<file path="src/logic/lsbe_pkg.sv">
`default_nettype none

// Shared widths, constants and carriers of the shift, bit and branch
// execution datapath.
package lsbe_pkg;

   // Datapath and operand widths.
   localparam int DATA_W = 8;
   localparam int ADDR_W = 7;
   localparam int BIT_W = 3;
   localparam int LIT_W = 9;
   localparam int PC_W = 15;
   localparam int FILE_DEPTH = 128;

   // Bit positions inside a data byte.
   localparam int LSB_POS = 0;
   localparam int MSB_POS = 7;

   // Destination select encodings for two-operand register instructions.
   localparam logic DEST_ACCUM = 1'h0;
   localparam logic DEST_FILE = 1'h1;

   // Reset values.
   localparam logic [DATA_W-1:0] ACCUM_RST = 8'h00;
   localparam logic [PC_W-1:0] PC_RST = 15'h0000;
   localparam logic [DATA_W-1:0] ZERO_BYTE = 8'h00;

   // Program counter steps.
   localparam logic [PC_W-1:0] PC_STEP = 15'h0001;
   localparam logic [PC_W-1:0] PC_SKIP_STEP = 15'h0002;

   // Instruction kinds handled by this datapath, one-hot.
   typedef enum logic [7:0] {
      OP_AND_LIT  = 8'h01,
      OP_AND_FILE = 8'h02,
      OP_ASR      = 8'h04,
      OP_BIT_CLR  = 8'h08,
      OP_BIT_SET  = 8'h10,
      OP_REL_JMP  = 8'h20,
      OP_ACC_JMP  = 8'h40,
      OP_TEST_SKP = 8'h80
   } lsbe_op_t;

   // Sequencer states, one-hot.
   typedef enum logic [2:0] {
      ST_IDLE = 3'h1,
      ST_EXEC = 3'h2,
      ST_NOP  = 3'h4
   } lsbe_state_t;

   // One decoded instruction as issued by the core.
   typedef struct packed {
      lsbe_op_t op;
      logic [LIT_W-1:0] lit;
      logic [ADDR_W-1:0] fileAddr;
      logic [BIT_W-1:0] bitIdx;
      logic destSel;
   } lsbe_instr_t;

   // Status flags kept by this datapath.
   typedef struct packed {
      logic carry;
      logic zero;
   } lsbe_flags_t;

   localparam lsbe_flags_t FLAGS_RST = 2'h0;

endpackage : lsbe_pkg

`default_nettype wire

</file>
<file path="src/logic/lsbe_file_mem.sv">
`default_nettype none

// Data register file: one write port and one read port whose data
// come out of a register, so a read shows one cycle after its address.
module lsbe_file_mem
   import lsbe_pkg::*;
(
   input wire logic clk_sys, // System clock.
   input wire logic rstn, // Synchronous reset, active low.
   input wire logic wrEn, // Write strobe.
   input wire logic [lsbe_pkg::ADDR_W-1:0] wrAddr, // Write address.
   input wire logic [lsbe_pkg::DATA_W-1:0] wrData, // Write data.
   input wire logic [lsbe_pkg::ADDR_W-1:0] rdAddr, // Read address.
   output logic [lsbe_pkg::DATA_W-1:0] rdData_q // Registered read data.
);
   import lsbe_pkg::*;

   logic [DATA_W-1:0] mem [FILE_DEPTH];

   // The array itself has no reset, which keeps it a plain RAM.
   always_ff @(posedge clk_sys)
   begin
      if (wrEn)
      begin
         mem[wrAddr] <= wrData;
      end
   end

   // Read before write: a same-cycle write to rdAddr is seen next time.
   always_ff @(posedge clk_sys)
   begin
      if (!rstn)
      begin
         rdData_q <= ZERO_BYTE;
      end
      else
      begin
         rdData_q <= mem[rdAddr];
      end
   end

endmodule : lsbe_file_mem

`default_nettype wire

</file>
<file path="src/logic/lsbe_exec.sv">
`default_nettype none

// Summary of operation
// [RULE1] AND-literal: accumulator AND 8-bit literal into accumulator, zero only.
// [RULE2] AND-register: accumulator AND addressed register, zero flag only.
// [RULE3] Destination select 0 writes accumulator, 1 writes the register.
// [RULE4] Arithmetic right shift moves bits toward bit 0, old bit 0 to carry.
// [RULE5] Shift keeps bit 7; updates carry and zero only.
// [RULE6] Bit clear zeroes the indexed bit; other bits and flags unchanged.
// [RULE7] Bit set forces the indexed bit to one; nothing else changes.
// [RULE8] Literal branch adds signed 9-bit offset to incremented counter.
// [RULE9] Accumulator branch adds unsigned accumulator to incremented counter.
// [RULE10] Both branches take two cycles and touch no flag.
// [RULE11] Skip test with bit one lets the next instruction run.
// [RULE12] Skip test with bit zero discards next, two cycles, no flags.
// [RULE13] Counter change or true test makes the second cycle a no-op.
// [RULE14] Zero flag set when an affecting result is zero, else cleared.
// [RULE15] Instructions not affecting a flag leave carry and zero alone.
module lsbe_exec
   import lsbe_pkg::*;
(
   input wire logic clk_sys, // System clock, 25 MHz.
   input wire logic rstn, // Synchronous reset, active low.
   input wire logic opValid, // An instruction is offered.
   input wire lsbe_pkg::lsbe_instr_t opIn, // The offered instruction.
   output logic opReady, // Datapath can take an instruction.
   output logic instrDone, // Last cycle of the current instruction.
   output logic nopCycle, // The second cycle runs as a no-op.
   output logic discardNext, // A skip drops the fetched instruction.
   input wire logic accLoadEn, // Core loads the accumulator.
   input wire logic [lsbe_pkg::DATA_W-1:0] accLoadData, // Load value.
   input wire logic extWrEn, // Core writes a data register.
   input wire logic [lsbe_pkg::ADDR_W-1:0] extAddr, // Core register address.
   input wire logic [lsbe_pkg::DATA_W-1:0] extWrData, // Core write data.
   output logic [lsbe_pkg::DATA_W-1:0] fileRdData, // Registered read data.
   output logic [lsbe_pkg::DATA_W-1:0] accum_q, // Accumulator.
   output logic [lsbe_pkg::PC_W-1:0] pc_q, // Program counter.
   output lsbe_pkg::lsbe_flags_t flags_q // Carry and zero flags.
);
   import lsbe_pkg::*;

   // One-hot mask of a single bit inside a data byte.
   function automatic logic [DATA_W-1:0] bit_mask(
      input logic [BIT_W-1:0] idx
   );
      logic [DATA_W-1:0] m;
      m = ZERO_BYTE;
      m[idx] = 1'b1;
      return m;
   endfunction : bit_mask

   lsbe_state_t state_q;
   lsbe_state_t state_d;
   lsbe_instr_t instr_q;
   lsbe_instr_t instr_d;
   logic [DATA_W-1:0] accum_d;
   logic [PC_W-1:0] pc_d;
   lsbe_flags_t flags_d;

   wire logic stIdle;
   wire logic stExec;
   wire logic stNop;
   wire logic accept;
   wire logic [DATA_W-1:0] srcFile;
   wire logic [DATA_W-1:0] mask;
   wire logic [DATA_W-1:0] andOperand;
   wire logic [DATA_W-1:0] andRes;
   wire logic [DATA_W-1:0] asrRes;
   wire logic [DATA_W-1:0] clrRes;
   wire logic [DATA_W-1:0] setRes;
   wire logic [DATA_W-1:0] result;
   wire logic testedBit;
   wire logic isAndLit;
   wire logic isAndFile;
   wire logic isAsr;
   wire logic isClr;
   wire logic isSet;
   wire logic isRel;
   wire logic isAcc;
   wire logic isSkip;
   wire logic twoOperand;
   wire logic toFile;
   wire logic toAccum;
   wire logic skipTaken;
   wire logic twoCycle;
   wire logic zeroUpd;
   wire logic carryUpd;
   wire logic execWr;
   wire logic memWe;
   wire logic [ADDR_W-1:0] memWrAddr;
   wire logic [DATA_W-1:0] memWrData;
   wire logic [ADDR_W-1:0] memRdAddr;
   wire logic [PC_W-1:0] pcInc;
   wire logic [PC_W-1:0] relOffset;
   wire logic [PC_W-1:0] accOffset;

   // State decode and the issue handshake.
   assign stIdle = (state_q == ST_IDLE);
   assign stExec = (state_q == ST_EXEC);
   assign stNop = (state_q == ST_NOP);
   assign opReady = stIdle;
   assign accept = stIdle && opValid;

   // Instruction kind decode of the latched instruction.
   assign isAndLit = (instr_q.op == OP_AND_LIT);
   assign isAndFile = (instr_q.op == OP_AND_FILE);
   assign isAsr = (instr_q.op == OP_ASR);
   assign isClr = (instr_q.op == OP_BIT_CLR);
   assign isSet = (instr_q.op == OP_BIT_SET);
   assign isRel = (instr_q.op == OP_REL_JMP);
   assign isAcc = (instr_q.op == OP_ACC_JMP);
   assign isSkip = (instr_q.op == OP_TEST_SKP);

   // The register operand was read in the issue cycle and is ready now.
   assign srcFile = fileRdData;
   assign mask = bit_mask(instr_q.bitIdx);

   // [RULE1] literal AND operand
   // [RULE2] register AND operand
   assign andOperand = isAndLit ? instr_q.lit[DATA_W-1:0] : srcFile;
   assign andRes = accum_q & andOperand;

   // [RULE4] shift toward bit zero
   // [RULE5] sign bit kept
   assign asrRes = {srcFile[MSB_POS], srcFile[MSB_POS:LSB_POS+1]};

   // [RULE6] indexed bit cleared
   assign clrRes = srcFile & ~mask;

   // [RULE7] indexed bit set
   assign setRes = srcFile | mask;

   // Result selection among the data-producing instructions.
   assign result = isAsr ? asrRes :
                   isClr ? clrRes :
                   isSet ? setRes :
                   andRes;

   // [RULE3] destination select routing
   assign twoOperand = isAndFile || isAsr;
   assign toFile = (twoOperand && (instr_q.destSel == DEST_FILE))
                   || isClr || isSet;
   assign toAccum = isAndLit
                    || (twoOperand && (instr_q.destSel == DEST_ACCUM));

   // [RULE11] bit one runs the next
   // [RULE12] bit zero skips the next
   assign testedBit = |(srcFile & mask);
   assign skipTaken = isSkip && !testedBit;

   // [RULE10] branches take two cycles
   // [RULE13] second cycle is a no-op
   assign twoCycle = isRel || isAcc || skipTaken;

   // [RULE15] only listed flags move
   assign zeroUpd = isAndLit || isAndFile || isAsr;
   assign carryUpd = isAsr;

   // Register file port: execution writes win over core writes.
   assign execWr = stExec && toFile;
   assign memWe = execWr || (extWrEn && !stExec);
   assign memWrAddr = execWr ? instr_q.fileAddr : extAddr;
   assign memWrData = execWr ? result : extWrData;
   assign memRdAddr = accept ? opIn.fileAddr :
                      stIdle ? extAddr :
                      instr_q.fileAddr;

   // Branch targets, all relative to the already incremented counter.
   assign pcInc = pc_q + PC_STEP;
   // [RULE8] signed 9-bit offset
   assign relOffset = {{(PC_W-LIT_W){instr_q.lit[LIT_W-1]}}, instr_q.lit};
   // [RULE9] unsigned accumulator offset
   assign accOffset = {{(PC_W-DATA_W){1'b0}}, accum_q};

   // Completion and no-op cycle indications.
   assign instrDone = (stExec && !twoCycle) || stNop;
   assign nopCycle = stNop;
   assign discardNext = stNop && isSkip;

   // Sequencer: one execute cycle, plus a no-op cycle when needed.
   always_comb
   begin
      state_d = state_q;
      instr_d = instr_q;
      case (state_q)
         ST_IDLE:
         begin
            if (opValid)
            begin
               instr_d = opIn;
               state_d = ST_EXEC;
            end
         end
         ST_EXEC:
         begin
            // [RULE13] extra no-op cycle
            if (twoCycle)
            begin
               state_d = ST_NOP;
            end
            else
            begin
               state_d = ST_IDLE;
            end
         end
         ST_NOP:
         begin
            state_d = ST_IDLE;
         end
         default:
         begin
            state_d = ST_IDLE;
         end
      endcase
   end

   // Accumulator, flags and counter updates of the execute cycle.
   always_comb
   begin
      accum_d = accum_q;
      flags_d = flags_q;
      pc_d = pc_q;
      if (stIdle && !opValid && accLoadEn)
      begin
         accum_d = accLoadData;
      end
      if (stExec)
      begin
         // [RULE3] accumulator destination
         if (toAccum)
         begin
            accum_d = result;
         end
         // [RULE14] zero flag from result
         if (zeroUpd)
         begin
            flags_d.zero = (result == ZERO_BYTE);
         end
         // [RULE4] old bit zero to carry
         if (carryUpd)
         begin
            flags_d.carry = srcFile[LSB_POS];
         end
         // [RULE8] literal branch target
         if (isRel)
         begin
            pc_d = pcInc + relOffset;
         end
         // [RULE9] accumulator branch target
         else if (isAcc)
         begin
            pc_d = pcInc + accOffset;
         end
         // [RULE12] skip over fetched instruction
         else if (skipTaken)
         begin
            pc_d = pc_q + PC_SKIP_STEP;
         end
         else
         begin
            pc_d = pcInc;
         end
      end
   end

   // State and latched instruction.
   always_ff @(posedge clk_sys)
   begin
      if (!rstn)
      begin
         state_q <= ST_IDLE;
         instr_q <= '0;
      end
      else
      begin
         state_q <= state_d;
         instr_q <= instr_d;
      end
   end

   // Architectural state held by this datapath.
   always_ff @(posedge clk_sys)
   begin
      if (!rstn)
      begin
         accum_q <= ACCUM_RST;
         pc_q <= PC_RST;
         flags_q <= FLAGS_RST;
      end
      else
      begin
         accum_q <= accum_d;
         pc_q <= pc_d;
         flags_q <= flags_d;
      end
   end

   // Data register file; its registered read gives the operand timing.
   lsbe_file_mem u_file_mem (
      .clk_sys(clk_sys),
      .rstn(rstn),
      .wrEn(memWe),
      .wrAddr(memWrAddr),
      .wrData(memWrData),
      .rdAddr(memRdAddr),
      .rdData_q(fileRdData)
   );

endmodule : lsbe_exec

`default_nettype wire

</file>
<file path="config.mk">
export PLATFORM = sky130hd
export DESIGN_NAME = lsbe_exec
export DESIGN_NICKNAME = d
export VERILOG_FILES = /design/src/logic/lsbe_pkg.sv /design/src/logic/lsbe_file_mem.sv /design/src/logic/lsbe_exec.sv
export SDC_FILE = /design/constraint.sdc
export NUM_CORES = 2
export LEC_CHECK = 0
export BUFFER_PORTS_ARGS = -buffer_cell sky130_fd_sc_hd__buf_2
export CORE_MARGIN = 2
export CORE_UTILIZATION = 50
export CTS_CLUSTER_DIAMETER = 40
export DETAILED_ROUTE_END_ITERATION = 12
export PLACE_DENSITY = 0.69
export SLEW_MARGIN = 10
export SYNTH_ARGS = -nofsm -noshare
export SYNTH_HDL_FRONTEND = slang
export SYNTH_SLANG_ARGS = --single-unit
</file>
<file path="constraint.sdc">
create_clock -name clk_sys -period 11 [get_ports clk_sys]
set_input_delay 2.2 -clock clk_sys [delete_from_list [all_inputs] [get_ports clk_sys]]
set_output_delay 2.2 -clock clk_sys [all_outputs]
set_load 0.1 [all_outputs]
</file>
* Yosys cells after proc, flatten, opt, wreduce, memory -nomap -nowiden *
Memories as Yosys holds them, arrays and structs flattened. A register that Yosys moved wholly into a read port is not among the register bits.
Index checks and enable logic that the tools add are counted.

word-level totals
  register bits after elaboration = 56
  latch bits = 0
  bits in writable memories = 1024
  memory bits (read-only) = 0
  input port bits = 56
  output and inout port bits = 37
  logic and storage cells = 87
  memories kept = 1

operators by class
  add/subtract/negate cells = 4
  multipliers = 0
  divide/modulo/power cells = 0
  order comparisons = 2
  eq/ne operators = 12
  shift-type cells = 0
  mux-type cells = 21
  bitwise gates (word level) = 6
  reduce and logical (&&, ||, !) cells = 31

memories
  name            depth  bits a word  rd ports  clocked after memory_dff  wr ports  line                 text
  u_file_mem.mem  128    8            1         1                         1         lsbe_file_mem.sv:18  logic [DATA_W-1:0] mem [FILE_DEPTH];

operators by type and width
  operator                                             count
  2-to-1 mux 8 bit                                     8
  2-to-1 mux 15 bit                                    3
  AND 8 bit                                            3
  2-to-1 mux 7 bit                                     3
  adder 15 x 1 -> 15 bit, second input constant        1
  adder 15 bit                                         1
  adder 15 x 2 -> 15 bit, second input constant        1
  adder 15 x 8 -> 15 bit                               1
  logical AND 1 bit                                    11
  logical OR 1 bit                                     10
  equality test 8 x 1 -> 1 bit, second input constant  1
  equality test 8 x 2 -> 1 bit, second input constant  1
  equality test 8 x 3 -> 1 bit, second input constant  1
  equality test 8 x 4 -> 1 bit, second input constant  1
  equality test 8 x 5 -> 1 bit, second input constant  1
  equality test 8 x 6 -> 1 bit, second input constant  1
  equality test 8 x 7 -> 1 bit, second input constant  1
  equality test 8 bit, second input constant           1
  logical NOT 8 bit                                    1
  NOT 8 bit                                            1
  bitwise OR 8 bit                                     1
  OR reduction 8 bit                                   1
  2-to-1 mux 3 bit                                     2
  case mux 3 bit (2 select lines)                      1
  11 further kinds                                     19

* Longest topological paths before layout *
  depth in word-level cells = 12
  depth in mapped cells = 14
  gate-level depth less buffers = 13

* Cells and area by module *
Synthesis repeated with hierarchy kept, for this count alone.

unflattened totals
  cells, all modules = 2715
  area total of the unflattened synthesis = 45268.4 um2

modules (own cells, without submodules)
  module         instances  cells each  area an instance (um2)  sequential area each (um2)
  lsbe_file_mem  1          2041        40277.4                 30909.6
  lsbe_exec      1          674         4991.0                  1121.1

* Worst setup path before layout *
No wires, ideal clock.

  path kind = reg-to-reg
  from = register instr_q[20] (netlist name)
  to = memory u_file_mem.mem[0][1], data pin
  setup time = 1200 ps
  arrival time = 7098 ps
  data required time = 9800 ps
  setup slack = 2702 ps
  cell stages (with the launch flop) = 9
  path buffers = 3
  clock period less this slack = 8298 ps
  cells stage by stage = dfxtp_1 buf_2 or4_4 or4_1 clkbuf_1 buf_2 o221ai_1 o21ai_0 o21ai_0

between the ends
  longest elaborated chain between the ends = 7
  elaborated cells between the ends (all ways) = 16
  those cells by class = eq/ne: 5; mux: 5; bitwise: 1; reduce/logical: 5

ends and longest elaborated chain
  what                                                          line                                text
  start, declared                                               lsbe_exec.sv:54                     lsbe_instr_t instr_q;
  start signal, assigned                                        lsbe_exec.sv:277                    instr_q <= instr_d;
  equality test 8 x 1 -> 1 bit (tied with other cells)          lsbe_exec.sv:105                    assign isAndLit = (instr_q.op == OP_AND_LIT);
  2-to-1 mux 8 bit / logical OR 1 bit (equally long branches)   lsbe_exec.sv:120, lsbe_exec.sv:140
  AND 8 bit / logical AND 1 bit (equally long branches)         lsbe_exec.sv:121, lsbe_exec.sv:141
  2-to-1 mux 8 bit / logical OR 1 bit (equally long branches)   lsbe_exec.sv:136, lsbe_exec.sv:142
  2-to-1 mux 8 bit / logical OR 1 bit (equally long branches)   lsbe_exec.sv:135, lsbe_exec.sv:142
  2-to-1 mux 8 bit / logical AND 1 bit (equally long branches)  lsbe_exec.sv:134, lsbe_exec.sv:160
  2-to-1 mux 8 bit (*)                                          lsbe_exec.sv:163                    assign memWrData = execWr ? result : extWrData;
  named net memWrData[1]                                        lsbe_exec.sv:91                     wire logic [DATA_W-1:0] memWrData;
  end, declared                                                 lsbe_file_mem.sv:18

The timed path passes the listed nets; every way through them passes the cells marked *.

* Worst setup path in the final report *
  from = input opValid
  to = register u_file_mem.rdData_q[2] (netlist name) (read register of u_file_mem.mem)

between the ends
  longest elaborated chain between the ends = 2

ends and longest elaborated chain
  what               line                 text
  start, declared    lsbe_exec.sv:24      input wire logic opValid,
  logical AND 1 bit  lsbe_exec.sv:102     assign accept = stIdle && opValid;
  2-to-1 mux 7 bit   lsbe_exec.sv:164     assign memRdAddr = accept ? opIn.fileAddr :
  end, declared      lsbe_file_mem.sv:14  output logic [lsbe_pkg::DATA_W-1:0] rdData_q

No other way between the ends.
A chain may end at the register's enable or synchronous reset.

==> flow_summary.yaml <==
run_status:
  run_status: "completed"
synth:
  synth_largest_area_cell: "edfxtp_1"
  syn_inst: 3552
  syn-num-nets: 3638
  synth_seq_cells: 1088
  synth_flop_cell: "edfxtp_1"
  netlist_area_sq_um: 46170
  synth_enable_flop_cells: 1024
  synth_top_area_share_pct: 66.61
  seq_area_frac_synth_pct: 69.38
  synth_area_leaders: "edfxtp_1 (67%), nand2_1 (5.5%), mux2i_1 (3.6%)"
  yosys_warnings: 0
  async_reset_ff_share_pct: 0
  syn_avg_cell_area_sq_um: 13.00
  synth_cell_types: 86
route:
  vias_per_cell: 6.165
  drt_wl_total_um: 121600
  vias: 30080
  drt_iter0_drc: 4090
  drc: 0
  post_drt_wl_per_cell_um: 24.93
  drt_pass1_iterations: 8
  final_antenna_net_count: 0
sta:
  slew-limit-headroom_pct: 7.169
  period_share_pct: 56.90
  skew_ns: 0.03865
  finalHoldViolCount: 0
  max_freq_mhz: 159.8
  worst_pin_slew_ns: 1.357
  min_period_ns: 6.259
  drv_slew: 0
  hold_slack_ns: 0.4812
  fin_tns_setup_ns: 0
  setup_slack_ns: 4.741
  setup_viol: 0
  rsz0062_at_grt: "false"
placed_design:
  hpwl_um: 73550
  port_buffers: 92
  numPlacedInstances: 4651
  dpl_worst_slack_ns: 4.336
  gp_congestion: 0.8988
floorplan:
  pin_count: 93
  dieArea_sq_um: 94780
  num_rows: 111
  die_height_um: 307.9
  coreArea_sq_um: 91520
  start_util_pct: 50.44
  die_x_um: 307.9
global_routing:
  grt-ovfl-total: 0
  track_usage_pct: 25.40
  grt_pass1_wl_um: 181100
  grt_pass1_vias: 28610
  antenna_found_initial: 1
  grt_max_degree: 152
job:
  maxCapViolCount: 0
final_layout:
  nFillCells: 7165
  final_nets: 3674
  diodes: 0
  area_growth_pct: 11.68
  drive_gt1_share_pct: 10.78
  final_cells: 4878
clock_network:
  root_buffer: "clkbuf_16"
  cts_made_buffers: 121
  clk_pin_slew_ns: 0.06
  cts_sinks: 1088
  clk-insertion-delay-late_ns: 0.72
  cts_repair_resize_count: 0
  post-cts-setup-buffers: 0
  tritoncts: "built"
  htree_levels: 3
  clockBufferDepth: 3
  postCtsHoldBufs: 0
critical_path:
  start_kind: "input pin"
  critPathSlowestCell: "a2111oi_0"
  endpoint_kind: "flip-flop"
  worstSetupPathType: "in2reg"
  crit_path_max_fanout: 134
  critPathMaxStageDelay_ns: 1.14
  path_cells: "buf_2 > mux2_4 > mux2_8 > buf_12 > buf_4 > mux2i_1 > a22oi_1 > a32o_1 > a2111oi_0 > o211ai_1"
  required_ns: 11.53
  arrival_ns: 6.79
pwr:
  finalPower_mw: 9.687
  peakVddDrop_mv: 0.1426
  p_leak_nw: 17.51
  p_per_area_nw_per_um2: 187.9
worst_hold_path:
  hp-class: "reg2reg"
[cell usage after synthesis (all sizes together) (27+ instances only)]
| master | count |
|---|---|
| nand3 | 123 |
| nand2 | 673 |
| a21oi | 279 |
| nand2b | 29 |
| clkbuf | 86 |
| dfxtp | 64 |
| xnor2 | 27 |
| edfxtp | 1024 |
| and3 | 32 |
| a21boi | 29 |
| o22ai | 41 |
| a32oi | 34 |
| buf | 143 |
| nor2 | 214 |
| mux2i | 166 |
| nor3 | 32 |
| o21ai | 66 |
| a22oi | 141 |
| ha | 28 |
[stage by stage]
step	cell area, sq um	utilization, %
3_5_place_dp	47490	51.89
2_1_floorplan	46170	-
5_1_grt	51560	56.33
4_1_cts	51550	56.33
6_report	51560	56.33
3_3_place_gp	47490	51.89
[sequential cells by signal (all words and copies together) (netlist names)]
signal,cells
flags_q,2
u_file_mem.mem,1024
accum_q,8
u_file_mem.rdData_q,8
pc_q,15
instr_q,28
state_q,3
[critical path, delay by kind of cell]
| family | cells | cell delay (ns) |
|---|---|---|
| AO/OA/AOI/OAI | 4 | 1.68 |
| buffers and inverters | 3 | 1.63 |
| multiplexers | 3 | 1.11 |
[layout make-up]
| class | instances | area, sq um | share of cell area, % |
|---|---|---|---|
| clock inverter | 85 | 913.4 | 1.772 |
| inverter | 20 | 80.08 | 0.1553 |
| clock buffer | 142 | 3148 | 6.106 |
| tap | 1186 | 1484 | 2.878 |
| multi-input combinational | 2215 | 13020 | 25.25 |
| timing repair buffer | 142 | 885.9 | 1.718 |
| sequential | 1088 | 32030 | 62.13 |
[layout by cell type (no fill, tap or decap), types with 19 or more instances in the layout]
| master | instances |
|---|---|
| a21boi_0 | 29 |
| a21oi_1 | 279 |
| a221oi_1 | 20 |
| a22oi_1 | 141 |
| a31oi_1 | 19 |
| a32oi_1 | 34 |
| and3_1 | 32 |
| buf_2 | 92 |
| buf_4 | 46 |
| clkbuf_16 | 122 |
| clkinv_2 | 19 |
| dfxtp_1 | 64 |
| edfxtp_1 | 1024 |
| ha_1 | 28 |
| inv_1 | 19 |
| mux2i_1 | 163 |
| nand2_1 | 671 |
| nand2b_1 | 27 |
| nand3_1 | 121 |
| nor2_1 | 211 |
| nor3_1 | 28 |
| o211ai_1 | 20 |
| o21ai_0 | 49 |
| o22ai_1 | 41 |
| xnor2_1 | 27 |
[power breakdown]
| part | internal (mW) | switching, mW | total, mW |
|---|---|---|---|
| clock network | 2.34 | 1.71 | 4.06 |
| registers | 4.56 | 0.0529 | 4.61 |
| logic | 0.279 | 0.741 | 1.02 |
[kinds of logic after synthesis]
kind of cell             Yosys count  synth area share, %
multiplexers                     177                3.943
adder cells (fa/ha/maj)           30               0.8456
flip-flops                      1088                69.38
AO/OA/AOI/OAI                    773                11.04
XOR/XNOR                          41               0.7779
buffers and inverters            249                2.781
AND/OR/NAND/NOR                 1194                11.23
[metal layers]
metal | vias up | track usage (%) | wire (um) | part of all wire, %
li1 | 13520 | - | - | -
met1 | 14910 | 35.23 | 49360 | 41
met5 | - | 0 | 0 | 0
met4 | 0 | 8.157 | 3612 | 3.0
met3 | 227 | 4.789 | 11190 | 9.2
met2 | 1420 | 40.66 | 57430 | 47
[path summary, 6_finish.rpt]
kind,startpoint,cells past startpoint,slack [ns],endpoint
worst min-delay path,flags_q[0]$_SDFFE_PN0P_,2,0.48,flags_q[0]$_SDFFE_PN0P_
worst max-delay path,opValid,10,4.74,u_file_mem.rdData_q[2]$_SDFF_PN0_
worst min register to register,flags_q[0]$_SDFFE_PN0P_,2,0.48,flags_q[0]$_SDFFE_PN0P_
worst max register to register,state_q[0]$_SDFFE_PN1P_,10,5.42,u_file_mem.rdData_q[2]$_SDFF_PN0_
Note: power is estimated with default switching activity, not from simulation.
